**src/phy_ctl_pkg.sv**
```systemverilog
package phy_ctl_pkg;

  // clock and timing, each time in its own unit
  localparam int CLK_MHZ       = 25;
  localparam int POR_TIME_US   = 21000;  // power-on hold after supplies are up
  localparam int EXT_TIME_US   = 256;    // soft and power-down reset stretch
  localparam int SW_LIMIT_US   = 500000; // soft reset must end within this
  localparam int MII_SLOW_US   = 16;     // slow mii clock after release
  localparam int ACT_HOLD_US   = 128000; // activity indicator stretch
  localparam int PLL_RST_NS    = 160;    // short pll reset pulse
  localparam int POR_CYC       = POR_TIME_US * CLK_MHZ;
  localparam int EXT_CYC       = EXT_TIME_US * CLK_MHZ;
  localparam int SW_LIMIT_CYC  = SW_LIMIT_US * CLK_MHZ;
  localparam int MII_SLOW_CYC  = MII_SLOW_US * CLK_MHZ;
  localparam int ACT_HOLD_CYC  = ACT_HOLD_US * CLK_MHZ;
  localparam int PLL_RST_CYC   = (PLL_RST_NS * CLK_MHZ) / 1000;
  localparam int CNT_W         = 24;

  // register numbers, used directly as addresses
  localparam logic [4:0] REG_CTRL    = 5'h00;
  localparam logic [4:0] REG_ADV     = 5'h04;
  localparam logic [4:0] REG_MODECTL = 5'h11;
  localparam logic [4:0] REG_STRAPS  = 5'h12;
  localparam logic [4:0] REG_IRQSRC  = 5'h1D;
  localparam logic [4:0] REG_IRQMSK  = 5'h1E;
  localparam logic [4:0] REG_SPECIAL = 5'h1F;

  // field positions
  localparam int CTRL_SOFT_RST = 15;
  localparam int CTRL_LOOP     = 14;
  localparam int CTRL_SPEED    = 13;
  localparam int CTRL_ANEG     = 12;
  localparam int CTRL_PDOWN    = 11;
  localparam int CTRL_ISO      = 10;
  localparam int CTRL_DUPLEX   = 8;
  localparam int CTRL_COLTEST  = 7;
  localparam int MODE_EDPD     = 13;
  localparam int MODE_ENERGY   = 1;
  localparam int IRQ_ENERGY    = 7;
  localparam int SPEC_ISOLATE  = 5;
  localparam int ADV_LSB       = 5;

  // reset values
  localparam logic [15:0] CTRL_RST    = 16'h0000;
  localparam logic [3:0]  ADV_RST     = 4'h0;
  localparam logic [15:0] MODECTL_RST = 16'h0000;
  localparam logic [15:0] SPECIAL_RST = 16'h0040;
  localparam logic [7:0]  IRQMSK_RST  = 8'h00;
  localparam logic [3:0]  ADV_HALF100 = 4'h4;
  localparam logic [3:0]  ADV_ALL     = 4'hF;

  // configuration strap encodings
  localparam logic [2:0] CFG_10H   = 3'h0;
  localparam logic [2:0] CFG_10F   = 3'h1;
  localparam logic [2:0] CFG_100H  = 3'h2;
  localparam logic [2:0] CFG_100F  = 3'h3;
  localparam logic [2:0] CFG_AN100 = 3'h4;
  localparam logic [2:0] CFG_REPT  = 3'h5;
  localparam logic [2:0] CFG_PDOWN = 3'h6;
  localparam logic [2:0] CFG_ALL   = 3'h7;

  // indicator group, one bit each, already polarity adjusted
  typedef struct packed {
    logic activity;
    logic link;
    logic fast_speed;
    logic duplex;
  } led_t;

endpackage

```
**src/phy_reset_led_strap_control.sv**
```systemverilog
`timescale 1ns/1ps
module phy_reset_led_strap_control
  import phy_ctl_pkg::*;
#(
  parameter int POR_CYCLES      = POR_CYC,
  parameter int EXT_CYCLES      = EXT_CYC,
  parameter int ACT_HOLD_CYCLES = ACT_HOLD_CYC,
  parameter int SW_LIMIT_CYCLES = SW_LIMIT_CYC
) (
  input  wire logic        clk,
  input  wire logic        reset,
  input  wire logic        reset_in_n,
  input  wire logic        line_energy,
  input  wire logic [4:0]  address_strap,
  input  wire logic [2:0]  mode_strap,
  input  wire logic [4:0]  reg_addr,
  input  wire logic [15:0] reg_wdata,
  input  wire logic        reg_wr,
  input  wire logic        reg_rd,
  input  wire logic        carrier_sense,
  input  wire logic        link_10,
  input  wire logic        link_100,
  input  wire logic        neg_speed_100,
  input  wire logic        neg_full_duplex,
  input  wire logic        neg_active,
  input  wire logic        tx_en,
  input  wire logic        line_collision,
  input  wire logic [4:0]  frame_addr,
  input  wire logic        frame_addr_valid,
  output logic [15:0]      reg_rdata,
  output logic             hardware_reset_src,
  output logic             general_reset,
  output logic             pll_reset,
  output logic             power_down,
  output logic             line_tx_on,
  output logic             energy_present,
  output logic             irq_out_n,
  output logic             mii_clk_fast,
  output logic             loopback_en,
  output logic             collision,
  output logic             repeater_mode,
  output logic [4:0]       scrambler_seed,
  output logic             frame_match,
  output led_t             leds
);

  // elaboration guards: counts must fit the counters and the soft reset must end in time
  if (POR_CYCLES < 1 || POR_CYCLES >= 2**CNT_W || EXT_CYCLES < 1 || EXT_CYCLES >= 2**CNT_W ||
      ACT_HOLD_CYCLES < 1 || ACT_HOLD_CYCLES >= 2**CNT_W) begin : g_bad_count
    $error("phy_reset_led_strap_control: count parameter out of range");
  end
  if (EXT_CYCLES + MII_SLOW_CYC > SW_LIMIT_CYCLES) begin : g_bad_limit
    $error("phy_reset_led_strap_control: soft reset cannot finish in time");
  end

  // polarity: a latched strap of one turns the indicator active low
  function automatic logic led_drive(input logic active, input logic strap_one);
    led_drive = active ^ strap_one;
  endfunction

  // pin synchronisers; first stage feeds only the second
  logic [9:0]  pin_meta_r;
  logic [9:0]  pin_sync_r;
  wire  logic  reset_in_n_s    = pin_sync_r[0];
  wire  logic  energy_s  = pin_sync_r[1];
  wire  logic [4:0] addr_s = pin_sync_r[6:2];
  wire  logic [2:0] mode_s = pin_sync_r[9:7];

  always_ff @(posedge clk) begin
    pin_meta_r <= {mode_strap, address_strap, line_energy, reset_in_n};
    pin_sync_r <= pin_meta_r;
  end

  // state
  logic [CNT_W-1:0] por_cnt_r;
  logic [CNT_W-1:0] sw_cnt_r;
  logic [CNT_W-1:0] pd_cnt_r;
  logic [CNT_W-1:0] act_cnt_r;
  logic [CNT_W-1:0] mii_cnt_r;
  logic [2:0]       pll_cnt_r;
  logic             hw_rst_r;
  logic             gen_rst_r;
  logic             pd_r;
  logic             energy_r;
  logic [15:0]      ctrl_r;
  logic [3:0]       adv_r;
  logic [15:0]      modectl_r;
  logic [15:0]      special_r;
  logic [7:0]       irq_src_r;
  logic [7:0]       irq_msk_r;
  logic [4:0]       addr_latch_r;
  logic [2:0]       mode_latch_r;
  logic [15:0]      rdata_r;
  logic             irq_n_r;
  logic             mii_fast_r;
  logic             col_r;
  logic             line_on_r;
  logic             match_r;
  led_t             leds_r;
  logic             pll_rst_r;
  logic             rept_r;

  // reset sources
  wire logic por_busy   = (por_cnt_r != '0);
  wire logic hw_rst_nxt = por_busy | ~reset_in_n_s;
  wire logic sw_busy    = (sw_cnt_r != '0);
  wire logic pd_busy    = (pd_cnt_r != '0);
  wire logic ctrl_wr    = reg_wr & (reg_addr == REG_CTRL);
  wire logic sw_start   = ctrl_wr & reg_wdata[CTRL_SOFT_RST];
  wire logic sw_rst     = sw_start | sw_busy;
  wire logic edpd_off   = modectl_r[MODE_EDPD] & ~energy_s;
  wire logic pd_nxt     = ctrl_r[CTRL_PDOWN] | edpd_off;
  wire logic pd_exit    = pd_r & ~pd_nxt;
  wire logic gen_rst_nxt = hw_rst_r | sw_rst | pd_r | pd_busy;
  wire logic mgmt_rst   = hw_rst_r | sw_start;
  wire logic gen_rise   = gen_rst_nxt & ~gen_rst_r;

  // power-on, soft and power-down stretch counters
  always_ff @(posedge clk) begin
    if (reset) begin
      por_cnt_r <= CNT_W'(POR_CYCLES);
      sw_cnt_r  <= '0;
      pd_cnt_r  <= '0;
      hw_rst_r  <= 1'b1;
      pd_r      <= 1'b0;
    end else begin
      por_cnt_r <= por_busy ? por_cnt_r - 1'b1 : por_cnt_r;
      hw_rst_r  <= hw_rst_nxt;
      sw_cnt_r  <= sw_start ? CNT_W'(EXT_CYCLES) : (sw_busy ? sw_cnt_r - 1'b1 : sw_cnt_r);
      pd_cnt_r  <= pd_exit ? CNT_W'(EXT_CYCLES) : (pd_busy ? pd_cnt_r - 1'b1 : pd_cnt_r);
      pd_r      <= pd_nxt;
    end
  end

  // merged reset leaves on a register edge, pll gets a short pulse on entry
  wire logic [2:0] pll_cnt_nxt = gen_rise ? 3'(PLL_RST_CYC) : ((pll_cnt_r != '0) ? pll_cnt_r - 3'h1 : pll_cnt_r);
  always_ff @(posedge clk) begin
    if (reset) begin
      gen_rst_r <= 1'b1;
      pll_cnt_r <= 3'(PLL_RST_CYC);
      pll_rst_r <= 1'b1;
    end else begin
      gen_rst_r <= gen_rst_nxt;
      pll_cnt_r <= pll_cnt_nxt;
      pll_rst_r <= (pll_cnt_nxt != 3'h0);                           // pin flop mirrors the count
    end
  end

  // straps are sampled while hardware reset holds, so the last value stays
  always_ff @(posedge clk) begin
    if (reset) begin
      addr_latch_r <= 5'h00;
      mode_latch_r <= 3'h0;
      rept_r       <= 1'b0;
    end else if (hw_rst_r) begin
      addr_latch_r <= addr_s;
      mode_latch_r <= mode_s;
      rept_r       <= (mode_s == CFG_REPT);
    end
  end

  // defaults decoded from the mode straps
  logic [15:0] ctrl_dflt;
  logic [3:0]  adv_dflt;
  always_comb begin
    ctrl_dflt = CTRL_RST;
    adv_dflt  = ADV_RST;
    case (mode_latch_r)
      CFG_10H: ctrl_dflt = CTRL_RST;
      CFG_10F: ctrl_dflt[CTRL_DUPLEX] = 1'b1;
      CFG_100H: ctrl_dflt[CTRL_SPEED] = 1'b1;
      CFG_100F: begin
        ctrl_dflt[CTRL_SPEED]  = 1'b1;
        ctrl_dflt[CTRL_DUPLEX] = 1'b1;
      end
      CFG_AN100, CFG_REPT: begin
        ctrl_dflt[CTRL_SPEED] = 1'b1;
        ctrl_dflt[CTRL_ANEG]  = 1'b1;
        adv_dflt              = ADV_HALF100;
      end
      CFG_PDOWN: ctrl_dflt[CTRL_PDOWN] = 1'b1;
      CFG_ALL: begin
        ctrl_dflt[CTRL_SPEED]  = 1'b1;
        ctrl_dflt[CTRL_ANEG]   = 1'b1;
        ctrl_dflt[CTRL_DUPLEX] = 1'b1;
        adv_dflt               = ADV_ALL;
      end
      default: ctrl_dflt = CTRL_RST;
    endcase
  end

  // management registers; power-down never touches them
  wire logic energy_rise = energy_s & ~energy_r;
  wire logic src_rd      = reg_rd & (reg_addr == REG_IRQSRC);
  wire logic [15:0] ctrl_wval = {1'b0, reg_wdata[14:0]};

  always_ff @(posedge clk) begin
    if (reset || mgmt_rst) begin
      ctrl_r    <= ctrl_dflt;
      adv_r     <= adv_dflt;
      special_r <= SPECIAL_RST;
    end else if (reg_wr) begin
      if (reg_addr == REG_CTRL)    ctrl_r    <= ctrl_wval;
      if (reg_addr == REG_ADV)     adv_r     <= reg_wdata[ADV_LSB +: 4];
      if (reg_addr == REG_SPECIAL) special_r <= reg_wdata;
    end
  end

  // kept bits: energy-detect enable and the mask survive soft reset
  always_ff @(posedge clk) begin
    if (reset || hw_rst_r) begin
      modectl_r <= MODECTL_RST;
      irq_msk_r <= IRQMSK_RST;
    end else if (reg_wr) begin
      if (reg_addr == REG_MODECTL) modectl_r <= reg_wdata;
      if (reg_addr == REG_IRQMSK)  irq_msk_r <= reg_wdata[7:0];
    end
  end

  // interrupt source: a new event in the read cycle is kept
  always_ff @(posedge clk) begin
    if (reset || mgmt_rst) begin
      irq_src_r <= 8'h00;
      energy_r  <= energy_s & ~reset;                               // tracks the pin so no false edge follows
      irq_n_r   <= 1'b1;
    end else begin
      energy_r  <= energy_s;
      irq_src_r[IRQ_ENERGY] <= energy_rise | (irq_src_r[IRQ_ENERGY] & ~src_rd);
      irq_n_r   <= ~((energy_rise | (irq_src_r[IRQ_ENERGY] & ~src_rd)) & irq_msk_r[IRQ_ENERGY]);
    end
  end

  // read data, one cycle after the strobe; unmapped reads zero
  logic [15:0] rd_mux;
  always_comb begin
    case (reg_addr)
      REG_CTRL:    rd_mux = {sw_rst, ctrl_r[14:0]};
      REG_ADV:     rd_mux = {7'h00, adv_r, 5'h00};
      REG_MODECTL: rd_mux = {modectl_r[15:2], energy_s, modectl_r[0]};
      REG_STRAPS:  rd_mux = {8'h00, mode_latch_r, addr_latch_r};
      REG_IRQSRC:  rd_mux = {8'h00, irq_src_r};
      REG_IRQMSK:  rd_mux = {8'h00, irq_msk_r};
      REG_SPECIAL: rd_mux = special_r;
      default:     rd_mux = 16'h0000;
    endcase
  end

  always_ff @(posedge clk) begin
    if (reset) rdata_r <= 16'h0000;
    else       rdata_r <= reg_rd ? rd_mux : 16'h0000;
  end

  // mii clock rate: slow window restarts with every general reset
  always_ff @(posedge clk) begin
    if (reset || gen_rst_r) begin
      mii_cnt_r  <= CNT_W'(MII_SLOW_CYC);
      mii_fast_r <= 1'b0;
    end else begin
      mii_cnt_r  <= (mii_cnt_r != '0) ? mii_cnt_r - 1'b1 : mii_cnt_r;
      mii_fast_r <= (mii_cnt_r == '0) & ctrl_r[CTRL_ANEG];
    end
  end

  // indicator sources
  wire logic speed_sel  = ctrl_r[CTRL_ANEG] ? neg_speed_100 : ctrl_r[CTRL_SPEED];
  wire logic duplex_sel = ctrl_r[CTRL_ANEG] ? neg_full_duplex : ctrl_r[CTRL_DUPLEX];
  wire logic act_on     = carrier_sense | (act_cnt_r != '0);
  wire logic link_on    = speed_sel ? link_100 : link_10;
  wire logic fast_on    = (speed_sel | neg_active) & ~special_r[SPEC_ISOLATE];
  wire logic fdx_on     = duplex_sel & link_on;

  // activity stretch reloads while carrier is up
  always_ff @(posedge clk) begin
    if (reset) act_cnt_r <= '0;
    else if (carrier_sense) act_cnt_r <= CNT_W'(ACT_HOLD_CYCLES);
    else if (act_cnt_r != '0) act_cnt_r <= act_cnt_r - 1'b1;
  end

  // indicators follow the latched strap polarity
  always_ff @(posedge clk) begin
    if (reset) begin
      leds_r <= '0;
    end else begin
      leds_r.activity   <= led_drive(act_on, addr_latch_r[0]);
      leds_r.link       <= led_drive(link_on, addr_latch_r[1]);
      leds_r.fast_speed <= led_drive(fast_on, addr_latch_r[2]);
      leds_r.duplex     <= led_drive(fdx_on, addr_latch_r[3]);
    end
  end

  // loopback, collision and line driver; a looped frame never reaches the line
  wire logic loop_on = ctrl_r[CTRL_LOOP];
  wire logic col_nxt = ctrl_r[CTRL_COLTEST] ? tx_en :
                       (~loop_on & ~duplex_sel & line_collision);
  wire logic line_nxt = ~pd_r & ~gen_rst_r & ~(loop_on & tx_en);

  always_ff @(posedge clk) begin
    if (reset) begin
      col_r     <= 1'b0;
      line_on_r <= 1'b0;
      match_r   <= 1'b0;
    end else begin
      col_r     <= col_nxt;
      line_on_r <= line_nxt;
      match_r   <= frame_addr_valid & (frame_addr == addr_latch_r);
    end
  end

  // outputs, each straight from a flip-flop
  assign reg_rdata          = rdata_r;
  assign hardware_reset_src = hw_rst_r;
  assign general_reset      = gen_rst_r;
  assign pll_reset          = pll_rst_r;
  assign power_down         = pd_r;
  assign line_tx_on         = line_on_r;
  assign energy_present     = energy_r;
  assign irq_out_n          = irq_n_r;
  assign mii_clk_fast       = mii_fast_r;
  assign loopback_en        = ctrl_r[CTRL_LOOP];
  assign collision          = col_r;
  assign repeater_mode      = rept_r;
  assign scrambler_seed     = addr_latch_r;
  assign frame_match        = match_r;
  assign leds               = leds_r;

endmodule // phy_reset_led_strap_control

```
**config.mk**
```make
export PLATFORM = sky130hd
export DESIGN_NAME = phy_reset_led_strap_control
export DESIGN_NICKNAME = d
export VERILOG_FILES = /design/src/phy_ctl_pkg.sv /design/src/phy_reset_led_strap_control.sv
export SDC_FILE = /design/constraint.sdc
export NUM_CORES = 1
export LEC_CHECK = 0
export BUFFER_PORTS_ARGS = -buffer_cell sky130_fd_sc_hd__buf_2
export CORE_ASPECT_RATIO = 0.7
export CORE_MARGIN = 2
export CORE_UTILIZATION = 50
export DETAILED_ROUTE_END_ITERATION = 10
export PLACE_DENSITY_LB_ADDON = 0.12
export REMOVE_ABC_BUFFERS = 1
export SLEW_MARGIN = 25
export SYNTH_ARGS = -nofsm -noshare
export SYNTH_HDL_FRONTEND = slang
export SYNTH_SLANG_ARGS = --single-unit
export TNS_END_PERCENT = 100
```
**constraint.sdc**
```tcl
create_clock -name clk -period 6.3 [get_ports clk]
set_clock_uncertainty 0.2 [all_clocks]
set_input_delay 0 -clock clk [delete_from_list [all_inputs] [get_ports clk]]
set_output_delay 0 -clock clk [all_outputs]
set_load 0.005 [all_outputs]
```
# == Yosys cells after proc, flatten, opt, wreduce, memory -nomap -nowiden ==
# Index checks and enable logic that the tools add are counted.
# op_classes
n_reduce_logical,32
mux,25
n_eq_ne,15
bitwise,47
n_addsub,6
# op_table
operator,n
$reduce_bool A24 Y1,5
$sub A24 B1 Y24 const B,5
$pmux W16 S7,1
$mux W13,4
$mux W22,2
$mux W14,3
$eq A5 B5 Y1 const B,5
$logic_not A24 Y1,1
$and A1 B1 Y1,19
$eq A3 B3 Y1 const B,5
$not A1 Y1,14
$mux W4,3
$reduce_and A2 Y1,6
$reduce_bool A2 Y1,6
$or A1 B1 Y1,10
$reduce_or A2 Y1,5
$mux W1,9
$pmux W4 S2,1
$eq A3 B2 Y1 const B,2
$mux W3,2
$reduce_bool A3 Y1,2
$reduce_or A3 Y1,2
$eq A5 B3 Y1 const B,1
$eq A5 B5 Y1,1
6 further kinds,11
# totals
input_bits,49
register_bits,242

# == Longest topological paths before layout ==
# Gate-level depths: netlist of run 1.
# depth
word_depth,10
depth_mapped,9
mapped_depth_nobuf,7

# == Worst setup path before layout of run 1 ==
# OpenSTA, ideal clock, no wires.
# synth_timing
path_kind,flip-flop to flip-flop
from,register sw_cnt_r[4]
to,register sw_cnt_r[18]
arrival_ns,2.550
stages_incl_launch_ff,8
t_required_ns,6.029
slack_ns,3.480
cell_sequence,dfxtp_1 > or4_4 > or4_1 > buf_2 > or4b_1 > buf_2 > or4_1 > a21oi_1
# synth_via
elab_chain_cells,1
word_cells_on_any_way,2
classes_between,add/sub: 1; reduce/logical: 1
# synth_lines
element,line,rtl
from (decl),phy_reset_led_strap_control.sv:76,logic [CNT_W-1:0] sw_cnt_r;
from (signal assigned),phy_reset_led_strap_control.sv:129,sw_cnt_r <= sw_start ? CNT_W'(EXT_CYCLES) : (sw_busy ? sw_cnt_r - 1'b1 : sw_cnt_r);
$sub A24 B1 Y24 / $reduce_bool A24 Y1 (equally long branches),"phy_reset_led_strap_control.sv:129, phy_reset_led_strap_control.sv:106",
# Several ways; a longest one is shown, not always the timed one.
# A chain may end at the register's enable or synchronous reset.

# == Final worst setup path of run 1 ==
# layout_timing
from,register act_cnt_r[15]
to,"register leds_r, in the netlist leds[3]"
# layout_via
elab_chain_cells,3
# layout_lines
element,line,rtl
from (decl),phy_reset_led_strap_control.sv:78,logic [CNT_W-1:0] act_cnt_r;
from (signal assigned),phy_reset_led_strap_control.sv:275,else if (carrier_sense) act_cnt_r <= CNT_W'(ACT_HOLD_CYCLES);
from (signal assigned),phy_reset_led_strap_control.sv:276,else if (act_cnt_r != '0) act_cnt_r <= act_cnt_r - 1'b1;
$reduce_bool A24 Y1,phy_reset_led_strap_control.sv:267,wire logic act_on = carrier_sense | (act_cnt_r != '0);
$or A1 B1 Y1,phy_reset_led_strap_control.sv:267,
$xor A1 B1 Y1,phy_reset_led_strap_control.sv:58,led_drive = active ^ strap_one;
to (decl),phy_reset_led_strap_control.sv:99,led_t leds_r;
# Every way passes these cells.

==> flow_summary.yaml, run 1 <==
setup_path:
  rrSetupSlack_ns: 3.21
  reg2reg_depth: 6
  worst_ep_required_time_ns: 6.56
  timing.rr.end: "leds[3]"
  crit_path_max_incr_delay_ns: 0.63
  cp_slowest_cell: "nor4_1"
  critPathKind: "reg -> reg"
  regToRegStartpoint: "act_cnt_r[15]"
  cp_max_fo: 6
  start_kind: "flop"
  worstSetupStartpoint: "act_cnt_r[15]"
  crit_path_end: "leds[3]"
  cp-end-kind: "flop"
  crit_arrival_ns: 3.35
  crit_chain: "or4_1 -> nor4_1 -> nand3_1 -> o21a_1 -> nor3_1 -> dlygate4sd3_1"
detailed_routing:
  met3_length_mm: 1.73
  drtIter0Drc: 812
  wirelength_mm: 26.1
  met2WireLength_mm: 10.8
  route.layer.met1.wl_mm: 13.2
  ant_nets: 0
  vias: 8886
  wl_per_cell_um: 16.5
  vias_per_cell: 5.60
  routed.top_layer: "met4"
  drt_pass1_iterations: 5
  drc: 0
clock_tree:
  cts-resized-gates: 0
  clockBufferDepth: 3
  cts_tree: "built"
  cts_sinks: 241
  clkLatencyLatePin_ns: 0.52
  numCtsBuffers: 24
  clkTransAtPathRegs_ns: 0.06
  htree_levels: 1
  clock-root-buffer: "clkbuf_16"
synthesis:
  ys_ff_latch: 241
  yosys.area.top_type_share_pct: 45.7
  netlist_instances: 1176
  synth.distinct_cells: 58
  yosys-top-cells-count: "dfxtp_1 (233), nor2_1 (144), nand2_1 (138), a21oi_1 (103), xor2_1 (51)"
  avgSynthCellArea_um2: 8.69
  postSynth.asyncResetShare_pct: 0
  yosysMostFrequentCell: "dfxtp_1"
  synth-edff-count: 8
  yosys.area.top_type: "dfxtp_1"
  ys_top_cells_by_area: "dfxtp_1 (46%), nor2_1 (5.3%), nand2_1 (5.1%)"
  yosysSeqAreaShare_pct: 48.0
  yosys_warnings: 0
  synth_top_flop_cell: "dfxtp_1"
  syn-cell-area_um2: 10200
timing:
  fmaxAchievable_mhz: 324
  relSlewSlack_pct: 34.0
  hold_violations: 0
  drv_slew: 0
  setup_violations: 0
  finalCritPeriodShare_pct: 49.0
  rsz0062_at_grt: "no"
  setup_tns_ns: 0
  layout_min_cycle_time_ns: 3.09
  worst_slew_pin_slew_ns: 0.988
floorplanning:
  initial_core_util_pct: 51.3
  die_height_um: 124
  die_area_um2: 21600
  rows: 43
  die_width_um: 175
  ioPinCount: 86
  fp.coreArea_um2: 19900
run_status:
  status: "finished clean"
layout:
  area_growth_pct: 20.0
  final_core_util_pct: 61.6
  drive_above_1_share_pct: 11.7
  final_nets: 1357
flow_run:
  maxCapViolCount: 0
grt:
  grt_max_degree: 42
  grt_pass1_wl_mm: 41.5
  antenna_found_initial: 0
  grt_pass1_vias: 7988
  overflow: 0
  grtUsageTotal_pct: 23.6
power:
  ir_worst_vdd_uv: 202
  p_per_area_nw_per_um2: 377
  total_power_mw: 4.62
  p_leak_nw: 4.64
place:
  io_buffers: 85
  dp_hpwl_mm: 17.4
  gp_congestion: 0.833
worst_hold_path:
  hold_path_class: "in -> reg"
## how the worst min path moves through the flow
| stage | start | to | slack, ns | cells after the start |
|---|---|---|---|---|
| 2_1_floorplan | reset_in_n | pin_meta_r[0] | -0.17 | 0 |
| 3_3_place_gp | address_strap[4] | pin_meta_r[6] | -0.1 | 1 |
| 3_5_place_dp | mode_strap[0] | pin_meta_r[7] | -0.1 | 1 |
| 4_1_cts | tx_en | line_tx_on | 0.03 | 3 |
| 5_1_grt | tx_en | line_tx_on | 0.07 | 3 |
| 6_report | tx_en | line_tx_on | 0.05 | 3 |
## sequential cells by signal (all words and copies together) (netlist names), 15 cells and up
register / flops
act_cnt_r: 24
ctrl_r: 15
mii_cnt_r: 24
modectl_r: 15
pd_cnt_r: 24
por_cnt_r: 24
reg_rdata: 16
special_r: 16
sw_cnt_r: 24
## through the flow
| stage | std cells | setup slack, ns | cell area [um^2] | hold slack [ns] |
|---|---|---|---|---|
| floorplan | 1120 | 3.32 | 10000 | -0.172 |
| global placement | 1482 | 3.34 | 10800 | -0.0974 |
| detailed placement | 1482 | 3.34 | 10800 | -0.0959 |
| CTS | 1585 | 3.23 | 12200 | 0.0335 |
| global route | 1585 | 3.07 | 12300 | 0.0747 |
| finish | 1586 | 3.21 | 12300 | 0.0473 |
## layout by cell type, fill, tap and decap left out, drive strengths merged, types with 26 or more instances in the layout
| cell | instances |
|---|---|
| nor4 | 26 |
| nand2 | 138 |
| or3 | 42 |
| xor2 | 51 |
| a21oi | 103 |
| nor2 | 144 |
| o21ai | 42 |
| buf | 92 |
| clkbuf | 33 |
| mux2i | 30 |
| dfxtp | 233 |
| or4 | 29 |
| nor3 | 30 |
| dlygate4sd3 | 59 |
## where the power goes
group / total (mW) / switching (mW) / leakage [nW] / internal (mW)
combinational: 1.26 / 0.743 / 2.23 / 0.518
clock: 1.47 / 0.600 / 0.412 / 0.866
sequential: 1.89 / 0.176 / 2.00 / 1.71
total: 4.62 / 1.52 / 4.64 / 3.10
## cell families after synthesis
kind of cell             after synthesis  synth area share (%)
AO/OA/AOI/OAI                        238                  14.2
XOR/XNOR                              74                  6.34
adder cells (fa/ha/maj)               11                  1.35
buffers and inverters                 79                  2.93
flip-flops                           241                  48.0
multiplexers                          32                  3.16
AND/OR/NAND/NOR                      501                  24.0
## layout make-up
| type | count | area (um^2) |
|---|---|---|
| antenna | 1 | 2.50 |
| multi-input combinational | 856 | 5040 |
| fill | 1768 | 7650 |
| clock inverter | 11 | 109 |
| sequential | 241 | 4900 |
| tap | 270 | 338 |
| timing repair buffer | 151 | 1070 |
| inverter | 23 | 86.3 |
| clock buffer | 33 | 706 |
## critical path: cells and delay by family (launching register included)
family	cells	cell delay [ns]
buf+inv	1	0.56
compound gates	1	0.26
simple gates	4	1.66
flops	1	0.35
## layer usage
metal | vias to the layer above | GRT usage, %
li1 | 4427 | -
met5 | - | 0
met2 | 301 | 34.5
met3 | 34 | 3.36
met4 | 0 | 5.47
met1 | 4124 | 36.6
## what timing repair did
action / 4_1_cts / 5_1_grt
endpoints found under the hold margin: 112 / 0
hold buffers: 59 / 0
setup buffers: 0 / 0
Power figures use the tool's default switching activity.
==> run 2: changes to the inputs <==
Clock period 6.3 ns to 2.94 ns, I/O delays scaled along.
==> flow_summary.yaml, run 2 (same netlist as run 1, synthesis figures left out) <==
timing:
  worst_slew_pin_slew_ns: 0.834
  layout_min_cycle_time_ns: 2.77
  rsz0062_at_grt: "no"
  hold_violations: 0
  finalCritPeriodShare_pct: 94.1
  fmaxAchievable_mhz: 361
  setup_violations: 0
  relSlewSlack_pct: 43.9
  drv_slew: 0
  setup_tns_ns: 0
  whs_ns: 0.0468
clock_tree:
  clock-root-buffer: "clkbuf_16"
  cts_tree: "built"
  clockBufferDepth: 3
  numCtsBuffers: 24
  cts_sinks: 241
  clkTransAtPathRegs_ns: 0.07
  htree_levels: 1
  clkLatencyLatePin_ns: 0.51
worst_hold_path:
  hold_depth: 3
  hold_end: "line_tx_on"
  hold_path_class: "in -> reg"
  min_from: "tx_en"
detailed_routing:
  drtIter0Drc: 735
  vias_per_cell: 5.53
  wirelength_mm: 26.5
  ant_nets: 0
  vias: 9036
  wl_per_cell_um: 16.3
  drt_pass1_iterations: 7
  drc: 0
grt:
  antenna_found_initial: 0
  grt_pass1_wl_mm: 42.5
  grt_pass1_vias: 8222
  grtUsageTotal_pct: 24.3
  overflow: 0
  grt_max_degree: 46
layout:
  final_cell_mix: "dfxtp_1 (233), nor2_1 (144), nand2_1 (138), a21oi_1 (103), buf_2 (85)"
  multi_input_area_um2: 5030
  final_nets: 1405
  area_growth_pct: 23.0
  drive_above_1_share_pct: 14.5
  final_cell_area_um2: 12600
  final_common_cell: "dfxtp_1"
  antennaDiodeCount: 0
  fillers: 1743
  ff_latch_area_um2: 4900
setup_path:
  start_kind: "flop"
  crit_arrival_ns: 3.01
  timing.rr.end: "sw_cnt_r[18]"
  cp-end-kind: "flop"
  reg2reg_depth: 5
  rrSetupSlack_ns: 0.17
  critPathKind: "reg -> reg"
  worst_ep_required_time_ns: 3.18
  cp_max_fo: 7
  regToRegStartpoint: "sw_cnt_r[4]"
run_status:
  status: "finished clean"
floorplanning:
  fp.coreArea_um2: 19900
  die_width_um: 175
  die_height_um: 124
  die_area_um2: 21600
  rows: 43
  ioPinCount: 86
  initial_core_util_pct: 51.3
place:
  io_buffers: 85
  dp_hpwl_mm: 17.8
  placed_cell_area_um2: 11200
  gp_congestion: 0.823
power:
  p_per_area_nw_per_um2: 800
  ir_worst_vdd_uv: 546
  p_leak_nw: 4.85
flow_run:
  maxCapViolCount: 0
==> run 2: cell types whose count changed in the layout (fill, tap and decap cells not counted), sizes merged <==
cell         delta
clkinvlp        +3
bufinv          -1
clkbuf          -2
diode           -1
inv             +1
dlygate4sd3     +2
buf            +46
clkinv          -1
==> run 2: cell type report <==
| class | instances | area share [%] |
|---|---|---|
| Clock buffer | 31 | 5.32 |
| Sequential cell | 241 | 39.0 |
| Timing Repair Buffer | 199 | 11.4 |
| Tap cell | 270 | 2.69 |
| Multi-Input combinational cell | 856 | 40.0 |
| Inverter | 23 | 0.687 |
| Clock inverter | 13 | 0.836 |
==> run 2: power by group <==
part | total [mW] | internal, mW | leakage (nW) | switching, mW
clock | 3.01 | 1.71 | 0.380 | 1.30
sequential | 4.04 | 3.67 | 2.00 | 0.370
combinational | 3.00 | 1.33 | 2.47 | 1.67
total | 10.1 | 6.71 | 4.85 | 3.34
==> run 2: worst max-delay path by stage <==
stage | startpoint | endpoint | slack [ns] | cells after the start
floorplan | reg_addr[1] | adv_r[0] | -0.04 | 5
global placement | sw_cnt_r[5] | sw_cnt_r[18] | 0.12 | 5
detailed placement | sw_cnt_r[4] | sw_cnt_r[18] | 0.12 | 5
CTS | sw_cnt_r[4] | sw_cnt_r[18] | 0.10 | 5
global route | sw_cnt_r[4] | sw_cnt_r[18] | 0.07 | 5
finish | sw_cnt_r[4] | sw_cnt_r[18] | 0.17 | 5
==> run 2: through the flow <==
step	cells	power [mW]	util (%)	setup WS (ns)
2_1_floorplan	1120	6.00	-	-0.0396
3_3_place_gp	1528	6.91	56.2	0.120
3_5_place_dp	1528	6.96	56.2	0.124
4_1_cts	1633	10.1	63.1	0.102
5_1_grt	1633	10.7	63.1	0.0686
6_report	1633	10.1	63.1	0.173
==> run 2: metal layers <==
| metal | vias to the layer above | track usage [%] | part of all wire, % | wire [um] |
|---|---|---|---|---|
| met3 | 26 | 3.21 | 6.7 | 1770 |
| li1 | 4527 | - | - | - |
| met5 | - | 0 | 0 | 0 |
| met1 | 4212 | 37.0 | 50 | 13200 |
| met4 | 0 | 4.84 | 1.2 | 331 |
| met2 | 271 | 36.8 | 42 | 11200 |
==> run 2: what timing repair did <==
| item | CTS | global route |
|---|---|---|
| setup endpoints to repair | 0 | 1 |
| setup buffers | 0 | 0 |
| hold buffers | 61 | 0 |
| resized for setup | 0 | 1 |
| endpoints found under the hold margin | 117 | 0 |
==> run 2: worst max-delay path: stages (launching register included) <==
cell	delay, ns
dfxtp_1	0.32
or4_4	0.54
or4_1	0.50
or4b_4	0.59
or4_1	0.41
a21oi_1	0.14
==> run 3: changes to the inputs <==
==> constraint.sdc (replaced) <==
create_clock -name clk -period 2.94 [get_ports clk]
set_clock_uncertainty 0.2 [all_clocks]
set_input_delay 0.147 -clock clk [delete_from_list [all_inputs] [get_ports clk]]
set_output_delay 0.147 -clock clk [all_outputs]
set_load 0.005 [all_outputs]
==> flow_summary.yaml, run 3 (same netlist as run 1, synthesis figures left out) <==
grt:
  grt_max_degree: 45
  grt_pass1_vias: 8226
  grt_pass1_wl_mm: 42.3
  grtUsageTotal_pct: 24.2
  antenna_found_initial: 1
  overflow: 0
floorplanning:
  die_area_um2: 21600
  fp.coreArea_um2: 19900
  rows: 43
  ioPinCount: 86
  die_height_um: 124
  die_width_um: 175
  initial_core_util_pct: 51.3
clock_tree:
  clkLatencyLatePin_ns: 0.51
  htree_levels: 1
  cts_tree: "built"
  clock-root-buffer: "clkbuf_16"
  clkTransAtPathRegs_ns: 0.06
  clockBufferDepth: 3
  cts_sinks: 241
  numCtsBuffers: 24
layout:
  final_cell_mix: "dfxtp_1 (233), nor2_1 (144), nand2_1 (138), a21oi_1 (103), buf_2 (85)"
  drive_above_1_share_pct: 14.6
  area_growth_pct: 21.5
  final_common_cell: "dfxtp_1"
  final_nets: 1382
setup_path:
  cp_max_fo: 7
  crit_arrival_ns: 3.06
  crit_chain: "or4_4 -> or4_1 -> or4b_4 -> or4_1 -> a21oi_1"
  worst_ep_required_time_ns: 3.19
  start_kind: "flop"
  crit_top_cell: "or4_1"
  path_delay_family: "simple AND/OR/NAND/NOR gates"
  worstSetupStartpoint: "sw_cnt_r[4]"
  crit_buf_inv: 0
  cp-end-kind: "flop"
  regToRegStartpoint: "sw_cnt_r[4]"
  critPathKind: "reg -> reg"
  cp_slowest_cell: "or4b_4"
  crit_path_max_incr_delay_ns: 0.60
power:
  p_leak_nw: 4.79
  total_power_mw: 10.2
  p_per_area_nw_per_um2: 822
  ir_worst_vdd_uv: 439
timing:
  finalWorstSetupSlack_ns: 0.124
  rsz0062_at_grt: "no"
  hold_violations: 0
  setup_tns_ns: 0
  drv_slew: 0
  relSlewSlack_pct: 43.8
  fmaxAchievable_mhz: 355
  setup_violations: 0
  finalCritPeriodShare_pct: 95.8
  worst_slew_pin_slew_ns: 0.835
  layout_min_cycle_time_ns: 2.82
detailed_routing:
  drc: 0
  vias: 8976
  drtIter0Drc: 650
  ant_nets: 0
  drt_pass1_iterations: 5
  wl_per_cell_um: 16.2
  vias_per_cell: 5.58
  wirelength_mm: 26.1
place:
  dpl_worst_slack_ns: 0.0557
  io_buffers: 85
  dp_hpwl_mm: 17.8
  gp_congestion: 0.835
worst_hold_path:
  hold_path_class: "in -> reg"
  min_from: "reg_addr[4]"
run_status:
  status: "finished clean"
flow_run:
  maxCapViolCount: 0
-- run 3: cell types whose count changed in the layout (fill, tap and decap cells not counted), moves of 2 or more --
| cell | change |
|---|---|
| clkinv_2 | -2 |
| buf_4 | -2 |
| clkbuf_1 | -2 |
| clkbuf_8 | +5 |
| dlygate4sd3_1 | -21 |
| clkinvlp_4 | -3 |
-- run 3: worst min-delay path, cell delays in order --
cell,delay [ns]
buf_2,0.14
nand3b_1,0.13
o31ai_1,0.08
a21oi_1,0.19
-- run 3: power breakdown --
group / internal, mW / switching, mW / total [mW]
Clock: 1.95 / 1.25 / 3.20
Sequential: 3.67 / 0.369 / 4.04
Combinational: 1.29 / 1.67 / 2.96
-- run 3: worst paths after layout --
kind | end | slack, ns | cells after the start
setup / recovery | sw_cnt_r[18] | 0.12 | 5
hold / removal | irq_src_r[7] | 0.04 | 4
setup reg to reg | sw_cnt_r[18] | 0.12 | 5
hold reg to reg | pin_sync_r[3] | 0.13 | 0
-- run 3: final cells by class --
cell class              instances  area [um^2]
fillers                      1757         7500
multi-input cells             856         5030
flip-flops and latches        241         4900
repair buffers                176         1210
clock buffers                  35          754
well taps                     270          338
inverters                      23         86.3
clock inverters                 7         85.1
diodes                          1         2.50
-- run 3: metal layers --
metal / wire length (um) / vias up / track usage (%)
li1: - / 4477 / -
met1: 13100 / 4200 / 36.8
met2: 10900 / 261 / 36.2
met3: 1680 / 38 / 3.94
met4: 417 / 0 / 4.64
met5: 0 / - / 0
-- run 3: repair_timing --
item	CTS	global route
gates resized for setup	0	1
buffers inserted	0	0
hold buffers	40	0
hold endpoints to repair	95	0
setup endpoints to repair	0	2
-- run 3: metrics by stage --
stage | utilization, % | cells | cell area [um^2] | hold WS (ns)
after floorplan | - | 1120 | 10000 | -0.0253
after global placement | 56.1 | 1526 | 11200 | 0.0501
after detailed placement | 56.1 | 1526 | 11200 | 0.0506
after CTS | 62.3 | 1608 | 12400 | 0.0165
after global routing | 62.3 | 1608 | 12400 | 0.0574
final | 62.3 | 1609 | 12400 | 0.0373
